`config.mk`:
```
export PLATFORM = sky130hd
export DESIGN_NAME = twg_guard_flat
export DESIGN_NICKNAME = d
export VERILOG_FILES = /design/src/rtl/twg_pkg.sv /design/src/rtl/twg_sfr_if.sv /design/src/rtl/twg_guard.sv /design/src/flat_wrapper.sv
export SDC_FILE = /design/constraint.sdc
export NUM_CORES = 1
export LEC_CHECK = 0
export BUFFER_PORTS_ARGS = -buffer_cell sky130_fd_sc_hd__buf_2
export CORE_AREA = 2 2 69 71
export CTS_CLUSTER_DIAMETER = 150
export DETAILED_ROUTE_END_ITERATION = 6
export DIE_AREA = 0 0 71 73
export PLACE_DENSITY = 0.79
export SLEW_MARGIN = 20
export SYNTH_ARGS = -nofsm -noshare
export SYNTH_HDL_FRONTEND = slang
export SYNTH_SLANG_ARGS = --single-unit
```
`constraint.sdc`:
```
create_clock -name SYS_CLK -period 4 [get_ports SYS_CLK]
set_input_delay 0.8 -clock SYS_CLK [delete_from_list [all_inputs] [get_ports SYS_CLK]]
set_output_delay 0.8 -clock SYS_CLK [all_outputs]
set_load 0.05 [all_outputs]
```
`src/rtl/twg_pkg.sv`:
```
/*
 Shared constants and the carrier interface-independent definitions for the
 timed register write guard: addresses, key bytes, window lengths, APB map.
 Assumes one 200 MHz clock and a synchronous active-high reset.
*/
// Contract
// - Keys 0xAA then 0x55 grant one write
// - First protected write consumes the ticket
// - Protected registers always readable
// - Ticket guards restart bit, 0xC6, 0x9D
// - Ticket never times out
// - Any single-unlock access voids ticket
// - 0xC7 bit 0 reads ticket state
// - Timed keys open 256-cycle window
// - Repeated timed keys extend the window
// - Writing 0x00 closes timed window
// - 0xC9 bit 0 reads window open
// - Software closes window when finished
// - State frozen while CPU clock stopped
// - Software cancels unlocks before sleep modes
// - Wake-up mask 0x9F needs timed window
package twg_pkg;
    localparam logic [7:0] ADDR_SINGLE_UNLOCK = 8'hC7;
    localparam logic [7:0] ADDR_TIMED_UNLOCK  = 8'hC9;
    localparam logic [7:0] ADDR_WDOG_CTRL     = 8'hD8;
    localparam logic [7:0] ADDR_MEM_CFG       = 8'hC6;
    localparam logic [7:0] ADDR_ADDR_CFG      = 8'h9D;
    localparam logic [7:0] ADDR_WAKEUP_MASK   = 8'h9F;
    localparam logic [7:0] KEY_FIRST          = 8'hAA;
    localparam logic [7:0] KEY_SECOND         = 8'h55;
    localparam logic [7:0] KEY_CLOSE          = 8'h00;
    localparam int         WDOG_RESTART_BIT   = 0;
    localparam int         FLAG_BIT           = 0;
    localparam logic [7:0] RST_WDOG_CTRL      = 8'h00;
    localparam logic [7:0] RST_MEM_CFG        = 8'h00;
    localparam logic [7:0] RST_ADDR_CFG       = 8'h00;
    localparam logic [7:0] RST_WAKEUP_MASK    = 8'hFF;
    localparam int         WINDOW_CYCLES      = 256;
    localparam int         EXTEND_CYCLES      = 256;
    localparam logic [8:0] WINDOW_LOAD        = 9'(WINDOW_CYCLES);
    localparam logic [8:0] EXTEND_LOAD        = 9'(EXTEND_CYCLES);
    // APB map of the controller end (byte offsets)
    localparam logic [7:0] APB_CMD            = 8'h00;
    localparam logic [7:0] APB_WDATA          = 8'h04;
    localparam logic [7:0] APB_STATUS         = 8'h08;
    localparam logic [7:0] APB_RDATA          = 8'h0C;
    localparam int         CMD_GO_BIT         = 0;
    localparam int         CMD_WRITE_BIT      = 1;
    localparam int         CMD_ADDR_LSB       = 8;
    localparam int         STAT_BUSY_BIT      = 0;
    localparam int         STAT_DONE_BIT      = 1;
    typedef enum logic [1:0] {KS_IDLE, KS_GOT_FIRST} twg_key_e;
endpackage : twg_pkg

```
`src/rtl/twg_sfr_if.sv`:
```
/*
 Special-function-register bus between the CPU side and the guard.
 Assumes one clock; strobes are one-cycle pulses, read data valid same cycle.
*/
`timescale 1ns/1ps
interface twg_sfr_if (input wire logic clk);
    logic       wr;
    logic       rd;
    logic [7:0] addr;
    logic [7:0] wdata;
    logic [7:0] rdata;
    modport guard (input wr, input rd, input addr, input wdata, output rdata);
    modport cpu   (output wr, output rd, output addr, output wdata, input rdata);
endinterface : twg_sfr_if

```
`src/rtl/twg_guard.sv`:
```
/*
 Device end: single-use and timed unlock logic plus the protected registers.
 Reads of every register answer whether or not an unlock is held.
 Assumes the CPU issues at most one read or write strobe per cycle; SYS_CLK is
 the CPU clock, so a stopped clock freezes every register here.
*/
// Our own choice: register access over APB.
`timescale 1ns/1ps
module twg_guard (
    // Clock and reset
    input  wire logic       SYS_CLK,
    input  wire logic       SRST,
    // Register bus
    twg_sfr_if.guard        SFR,
    // Protected register contents and watchdog restart pulse
    output logic [7:0]      WDOG_CTRL,
    output logic [7:0]      MEM_CFG,
    output logic [7:0]      ADDR_CFG,
    output logic [7:0]      WAKEUP_MASK,
    output logic            WDOG_RESTART
);
    import twg_pkg::*;

    twg_key_e   single_st_q;
    twg_key_e   timed_st_q;
    logic       single_unlock_flag_q;
    logic [8:0] timer_q;
    logic       timed_unlock_flag;
    logic       wr_single;
    logic       wr_timed;
    logic       acc_single;
    logic       grant_single;
    logic       grant_timed;
    logic       close_timed;
    logic       use_ticket;
    logic [7:0] rdata_d;

    // Next state of a key detector after a write to its unlock address
    function automatic twg_key_e key_next(
        input twg_key_e   state,
        input logic [7:0] data
    );
        twg_key_e nxt;
        nxt = KS_IDLE;
        case (state)
            KS_IDLE: begin
                if (data == KEY_FIRST) begin
                    nxt = KS_GOT_FIRST;
                end else begin
                    nxt = KS_IDLE;
                end
            end
            KS_GOT_FIRST: begin
                nxt = KS_IDLE;
            end
            default: begin
                nxt = KS_IDLE;
            end
        endcase
        return nxt;
    endfunction : key_next

    // Second key byte right after the first completes the sequence
    function automatic logic key_done(
        input twg_key_e   state,
        input logic [7:0] data
    );
        logic done;
        done = 1'b0;
        case (state)
            KS_GOT_FIRST: begin
                done = (data == KEY_SECOND);
            end
            default: begin
                done = 1'b0;
            end
        endcase
        return done;
    endfunction : key_done

    // Registers whose writes spend the single-use ticket
    function automatic logic is_ticket_reg(input logic [7:0] addr);
        logic hit;
        hit = 1'b0;
        case (addr)
            ADDR_WDOG_CTRL: hit = 1'b1;
            ADDR_MEM_CFG:   hit = 1'b1;
            ADDR_ADDR_CFG:  hit = 1'b1;
            default:        hit = 1'b0;
        endcase
        return hit;
    endfunction : is_ticket_reg

    assign wr_single         = SFR.wr && SFR.addr == ADDR_SINGLE_UNLOCK;
    assign wr_timed          = SFR.wr && SFR.addr == ADDR_TIMED_UNLOCK;
    assign acc_single        = (SFR.wr || SFR.rd) && SFR.addr == ADDR_SINGLE_UNLOCK;
    assign timed_unlock_flag = timer_q != 9'h000;
    assign grant_single      = wr_single && key_done(single_st_q, SFR.wdata);
    assign grant_timed       = wr_timed && key_done(timed_st_q, SFR.wdata);
    assign close_timed       = wr_timed && SFR.wdata == KEY_CLOSE;
    // Any write to a guarded address spends the ticket
    assign use_ticket        = SFR.wr && single_unlock_flag_q && is_ticket_reg(SFR.addr);

    // Single-use key detector
    always_ff @(posedge SYS_CLK) begin
        if (SRST) begin
            single_st_q <= KS_IDLE;
        end else if (wr_single) begin
            single_st_q <= key_next(single_st_q, SFR.wdata);
        end
    end

    // Single-use ticket, no timeout
    always_ff @(posedge SYS_CLK) begin
        if (SRST) begin
            single_unlock_flag_q <= 1'b0;
        end else if (grant_single) begin
            single_unlock_flag_q <= 1'b1;
        end else if (acc_single || use_ticket) begin
            single_unlock_flag_q <= 1'b0;
        end
    end

    // Timed key detector
    always_ff @(posedge SYS_CLK) begin
        if (SRST) begin
            timed_st_q <= KS_IDLE;
        end else if (wr_timed) begin
            timed_st_q <= key_next(timed_st_q, SFR.wdata);
        end
    end

    // Timed window counter
    always_ff @(posedge SYS_CLK) begin
        if (SRST) begin
            timer_q <= 9'h000;
        end else if (grant_timed) begin
            timer_q <= timed_unlock_flag ? EXTEND_LOAD : WINDOW_LOAD;
        end else if (close_timed) begin
            timer_q <= 9'h000;
        end else if (timed_unlock_flag) begin
            timer_q <= timer_q - 9'h001;
        end
    end

    // Watchdog control; without a ticket every bit but the restart bit is written
    always_ff @(posedge SYS_CLK) begin
        if (SRST) begin
            WDOG_CTRL <= RST_WDOG_CTRL;
        end else if (SFR.wr && SFR.addr == ADDR_WDOG_CTRL) begin
            WDOG_CTRL <= SFR.wdata;
            // Without a ticket the restart bit keeps its value
            if (!single_unlock_flag_q) begin
                WDOG_CTRL[WDOG_RESTART_BIT] <= WDOG_CTRL[WDOG_RESTART_BIT];
            end
        end
    end

    // One-cycle restart pulse, only when a ticket is spent
    always_ff @(posedge SYS_CLK) begin
        if (SRST) begin
            WDOG_RESTART <= 1'b0;
        end else begin
            WDOG_RESTART <= use_ticket && SFR.addr == ADDR_WDOG_CTRL
                && SFR.wdata[WDOG_RESTART_BIT];
        end
    end

    // Memory configuration, one write per ticket
    always_ff @(posedge SYS_CLK) begin
        if (SRST) begin
            MEM_CFG <= RST_MEM_CFG;
        end else if (use_ticket && SFR.addr == ADDR_MEM_CFG) begin
            MEM_CFG <= SFR.wdata;
        end
    end

    // Address configuration, one write per ticket
    always_ff @(posedge SYS_CLK) begin
        if (SRST) begin
            ADDR_CFG <= RST_ADDR_CFG;
        end else if (use_ticket && SFR.addr == ADDR_ADDR_CFG) begin
            ADDR_CFG <= SFR.wdata;
        end
    end

    // Wake-up mask, writable only inside the timed window
    always_ff @(posedge SYS_CLK) begin
        if (SRST) begin
            WAKEUP_MASK <= RST_WAKEUP_MASK;
        end else if (SFR.wr && SFR.addr == ADDR_WAKEUP_MASK && timed_unlock_flag) begin
            WAKEUP_MASK <= SFR.wdata;
        end
    end

    // Read mux, always answers
    always_comb begin
        rdata_d = 8'h00;
        case (SFR.addr)
            ADDR_SINGLE_UNLOCK: rdata_d[FLAG_BIT] = single_unlock_flag_q;
            ADDR_TIMED_UNLOCK:  rdata_d[FLAG_BIT] = timed_unlock_flag;
            ADDR_WDOG_CTRL:     rdata_d = WDOG_CTRL;
            ADDR_MEM_CFG:       rdata_d = MEM_CFG;
            ADDR_ADDR_CFG:      rdata_d = ADDR_CFG;
            ADDR_WAKEUP_MASK:   rdata_d = WAKEUP_MASK;
            default:            rdata_d = 8'h00;
        endcase
    end
    assign SFR.rdata = rdata_d;
endmodule : twg_guard

```
`src/flat_wrapper.sv`:
```
// flat-port wrapper written by rule: the top's interface ports become plain ports
module twg_guard_flat import twg_pkg::*;
  (SYS_CLK, SRST, WDOG_CTRL, MEM_CFG, ADDR_CFG, WAKEUP_MASK, WDOG_RESTART, clk, SFR_wr, SFR_rd, SFR_addr, SFR_wdata, SFR_rdata);
  twg_sfr_if SFR_i (.clk(clk));
  input  wire logic SYS_CLK;
  input  wire logic SRST;
  output logic [7:0] WDOG_CTRL;
  output logic [7:0] MEM_CFG;
  output logic [7:0] ADDR_CFG;
  output logic [7:0] WAKEUP_MASK;
  output logic WDOG_RESTART;
  input wire logic clk;
  input wire logic [$bits(SFR_i.wr)-1:0] SFR_wr;
  input wire logic [$bits(SFR_i.rd)-1:0] SFR_rd;
  input wire logic [$bits(SFR_i.addr)-1:0] SFR_addr;
  input wire logic [$bits(SFR_i.wdata)-1:0] SFR_wdata;
  output wire logic [$bits(SFR_i.rdata)-1:0] SFR_rdata;
  assign SFR_i.wr = SFR_wr;
  assign SFR_i.rd = SFR_rd;
  assign SFR_i.addr = SFR_addr;
  assign SFR_i.wdata = SFR_wdata;
  assign SFR_rdata = SFR_i.rdata;
  twg_guard u_core (.SYS_CLK(SYS_CLK), .SRST(SRST), .SFR(SFR_i), .WDOG_CTRL(WDOG_CTRL), .MEM_CFG(MEM_CFG), .ADDR_CFG(ADDR_CFG), .WAKEUP_MASK(WAKEUP_MASK), .WDOG_RESTART(WDOG_RESTART));
endmodule
```
### After elaboration in Yosys (flattened, before gate mapping)

Cells that the tools add are included.

| word-level totals | value |
|---|---|
| input bits | 21 |
| logic and storage cells | 61 |
| flip-flop bits (word level) | 47 |
| output and inout port bits | 41 |

| operators by class | value |
|---|---|
| eq/ne operators | 10 |
| reduce and logical (&&, ||, !) cells | 26 |
| $add $sub $neg | 1 |
| mux-type cells | 13 |

Operators by type and width:

| kind | number |
|---|---|
| $eq A8 B8 Y1 const B | 7 |
| $pmux W7 S4 | 1 |
| $mux W9 | 3 |
| $logic_and A1 B1 Y1 | 15 |
| $reduce_bool A9 Y1 | 1 |
| $sub A9 B1 Y9 const B | 1 |
| $eq A8 B7 Y1 const B | 1 |
| $logic_not A8 Y1 | 1 |
| $mux W1 | 7 |
| $pmux W1 S6 | 1 |
| $reduce_or A3 Y1 | 2 |
| $eq A2 B1 Y1 const B | 2 |
| $logic_not A2 Y1 | 2 |
| $reduce_bool A3 Y1 | 1 |
| $logic_or A1 B1 Y1 | 2 |
| $mux W2 | 1 |
| $reduce_and A2 Y1 | 1 |
| $reduce_bool A2 Y1 | 1 |

### Depth between registers and ports, before layout

| depth | value |
|---|---|
| depth in word-level cells | 7 |
| mapped depth | 6 |
| depth with buffers taken out | 6 |

### Worst setup path after synthesis

Ideal clock, no wire load.

| timing path | value |
|---|---|
| kind | input to output |
| start point | input SFR_addr[0] |
| end point | output SFR_rdata[2] |
| path buffers | 2 |
| cell stages on the path | 5 |
| slack | 0.624 ns |
| arrival time | 2.576 ns |
| cell sequence | buf_2 and3b_1 clkbuf_1 a22oi_1 o21ai_0 |

| on the way | value |
|---|---|
| word-level cells in the longest chain between the ends | 2 |

RTL lines:

| what | RTL line | RTL |
|---|---|---|
| start: declaration | flat_wrapper.sv:15 | `input wire logic [$bits(SFR_i.addr)-1:0] SFR_addr;` |
| $eq A8 B8 Y1 | twg_guard.sv:199 | `case (SFR.addr)` |
| $pmux W7 S4 * | twg_guard.sv:199 |  |
| end: declaration | flat_wrapper.sv:17 | `output wire logic [$bits(SFR_i.rdata)-1:0] SFR_rdata;` |

Every way passes the cells marked *; elsewhere a longest branch is shown, timed or not.

### Final worst setup path

| timing path | value |
|---|---|
| start point | input SFR_addr[6] |
| end point | output SFR_rdata[2] |

The elaborated chain is that of the path after synthesis.

==> flow_metrics.py <==
metrics = {
    "clocking": {
        "clk_path_buf_depth": 2,
        "cts-buffers-inserted": 5,
        "cts_resized": 0,
        "cts_hold_buf": 0,
        "cts_sinks": 45,
        "clock_latency_ps": 300,
        "cts_setup_buffers": 0,
        "cts_tree": "yes",
        "ctsRootBufferMaster": "clkbuf_8",
        "clk_pin_slew_ps": 80,
        "htree_num_levels": 2,
    },
    "setup_path": {
        "cp.arrival_ps": 2370,
        "critPathLaunchType": "input pin",
        "path_class": "in2out",
        "critPathCaptureType": "output port",
        "cp.required_ps": 3200,
        "crit_fanout": 7,
    },
    "timing": {
        "period_minus_slack_ps": 3170,
        "finalClockSkew_ps": 2.47,
        "fmax_mhz": 316,
        "setup_viol": 0,
        "fin_hold_ws_ps": 491,
        "worst_pin_slew_ps": 794,
        "grt_setup_unrepaired": "false",
        "final-max-slew-violation-count": 0,
        "slew_headroom": 0.467,
        "tns_ps": 0,
        "hold_viol": 0,
        "post-route-period-util": 0.792,
    },
    "die": {
        "coreArea_um2": 4540,
        "die_w_um": 71,
        "ios": 62,
        "die_h_um": 73,
        "fp-row-count": 25,
        "initial_core_util": 0.508,
        "dieArea_um2": 5180,
    },
    "routing": {
        "wl_per_cell_um": 15.3,
        "vias_per_cell": 5.83,
        "drtIter0Drc": 146,
        "drc": 0,
        "final_antenna_net_count": 0,
        "wl_mm": 5.63,
        "dr_total_vias": 2152,
        "first_pass_iters": 5,
    },
    "pwr": {
        "p_comb_frac": 0.258,
        "peakVddDrop_mv": 0.146,
        "powerDensity_nw_per_um2": 395,
        "p_switching_uw": 345,
        "p_clk_frac": 0.261,
        "p_leak_uw": 0.00120,
        "switching_share": 0.323,
        "seq_power_share": 0.481,
        "intPower_uw": 723,
    },
    "synth": {
        "synth_area_leader_cell": "dfxtp_1",
        "ys_async_sr_fraction": 0,
        "synthCells": 261,
        "yosys-top-cells-area": "dfxtp_1 39%, mux2i_1 15%, nor2_1 8.3%",
        "synth_top_family_by_area": "simple AND/OR/NAND/NOR gates",
        "synth_top_cell_area_share": 0.391,
        "synth_fa_ha_area_frac": 0.00543,
        "synth_seq_cells": 45,
        "muxShareOfSynthArea": 0.152,
        "yosysWarnings": 0,
        "synth_simple_gate_area_share": 0.292,
        "ys_seq_area_frac": 0.391,
        "yosysMostFrequentCell": "nor2_1",
        "synth_ff_type": "dfxtp_1",
        "synth_common_cells": "51 x nor2_1, 45 x dfxtp_1, 35 x mux2i_1, 18 x nand2_1, 9 x clkbuf_1",
        "synth_edf_count": 0,
        "synth_compound_area_frac": 0.114,
        "ys_types": 50,
        "synthesis.nets": 283,
        "synth_xor_area_frac": 0.00761,
        "syn-mean-instance-area_um2": 8.82,
        "syn_area_um2": 2300,
    },
    "grt": {
        "grt_max_degree": 47,
        "antenna_found_initial": 0,
        "grt_pass1_vias": 1974,
        "track_usage": 0.227,
        "grt_first_pass_wirelength_mm": 9.24,
        "grt_overflow": 0,
    },
    "outcome": {
        "status": "finished clean",
    },
    "final_layout": {
        "drive_above_1_share": 0.257,
        "syn_to_final_growth_pct": 17.4,
        "diodes": 0,
        "final_nets": 336,
        "utilization": 0.596,
    },
    "min_path": {
        "hp-class": "reg2reg",
    },
    "placed_design": {
        "io_buffers": 60,
        "dp_hpwl_mm": 3.98,
        "place.gp.congestion": 0.847,
    },
    "run": {
        "drv_cap": 0,
    },
}
-- critical path: stages --
cell	delay (ps)
buf_2	120
nor4bb_1	460
and2_1	400
a22oi_1	130
o21ai_0	140
buf_2	310
-- layer usage --
metal / GRT usage / part of all wire / vias up
li1: - / - / 1043
met1: 0.297 / 0.45 / 1033
met2: 0.377 / 0.48 / 71
met3: 0.0428 / 0.063 / 5
met4: 0.0755 / 0.011 / 0
met5: 0 / 0 / -
-- path summary, 6_finish.rpt --
path / startpoint / to / cells after the start / slack, ps
setup reg to reg: u_core.timer_q[0] / u_core.WAKEUP_MASK[3] / 6 / 1970
hold reg to reg: u_core.timer_q[4] / u_core.timer_q[4] / 2 / 490
setup / recovery: SFR_addr[6] / SFR_rdata[2] / 6 / 830
hold / removal: u_core.timer_q[4] / u_core.timer_q[4] / 2 / 490
-- area by class of cell --
cell class              instances  area, µm²
fillers                       406       1830
multi-input cells             195       1320
flip-flops and latches         45        901
repair buffers                 61        308
clock buffers                   7       76.3
well taps                      54       67.6
inverters                       6       22.5
clock inverters                 1       7.51
-- stage by stage --
stage / instance area [µm²] / setup slack, ps / instances / power [µW]
final: 2700 / 834 / 369 / 1070
after global routing: 2700 / 736 / 369 / 1140
after floorplan: 2300 / 624 / 261 / 737
after CTS: 2700 / 821 / 369 / 1070
after global placement: 2620 / 811 / 361 / 790
after detailed placement: 2620 / 841 / 361 / 797
-- layout by cell type, fill, tap and decap left out, types with 2 or more instances in the layout --
cell	netlist	routed
nor2b_1	3	3
nand2_1	18	18
nand3b_1	3	3
nand2b_1	2	2
nand4b_1	2	2
xnor2_1	2	2
a22oi_1	7	7
inv_1	6	6
a31o_2	2	2
nand3_1	5	5
or3_1	3	3
nor2_1	51	51
mux2i_1	35	35
nor4bb_1	3	3
dfxtp_1	45	45
o211ai_1	2	2
nand4_1	4	4
nor3_1	2	2
buf_2	4	60
or4_1	3	3
clkbuf_8	0	5
o21ai_0	5	5
clkbuf_1	9	2
and2_1	2	2
or2_2	3	3
a211oi_1	2	2
nor4b_2	1	2
a22o_1	4	4
nor4_1	2	2
a21oi_1	8	8
-- kinds of logic after synthesis --
family,Yosys count
AOI/OAI and AO/OA,37
xor gates and xnor gates,2
adders and majority gates,1
buffers and inverters,21
DFF,45
muxes,35
and+or+nand+nor,120
-- power by group through the flow --
stage	clock network [µW]	registers, µW	logic, µW
floorplan	0	518	219
global placement	0	523	267
detailed placement	0	524	273
CTS	283	513	275
global route	304	518	318
finish	278	514	276
-- sequential cells by signal, indices dropped and copies added (netlist names) --
name,cells
u_core.ADDR_CFG,8
u_core.WDOG_CTRL,8
u_core.single_unlock_flag_q,1
u_core.timer_q,9
u_core.WAKEUP_MASK,8
u_core.MEM_CFG,8
u_core.single_st_q,1
u_core.WDOG_RESTART,1
u_core.timed_st_q,1
No activity file was read; power rests on OpenSTA's default activity.
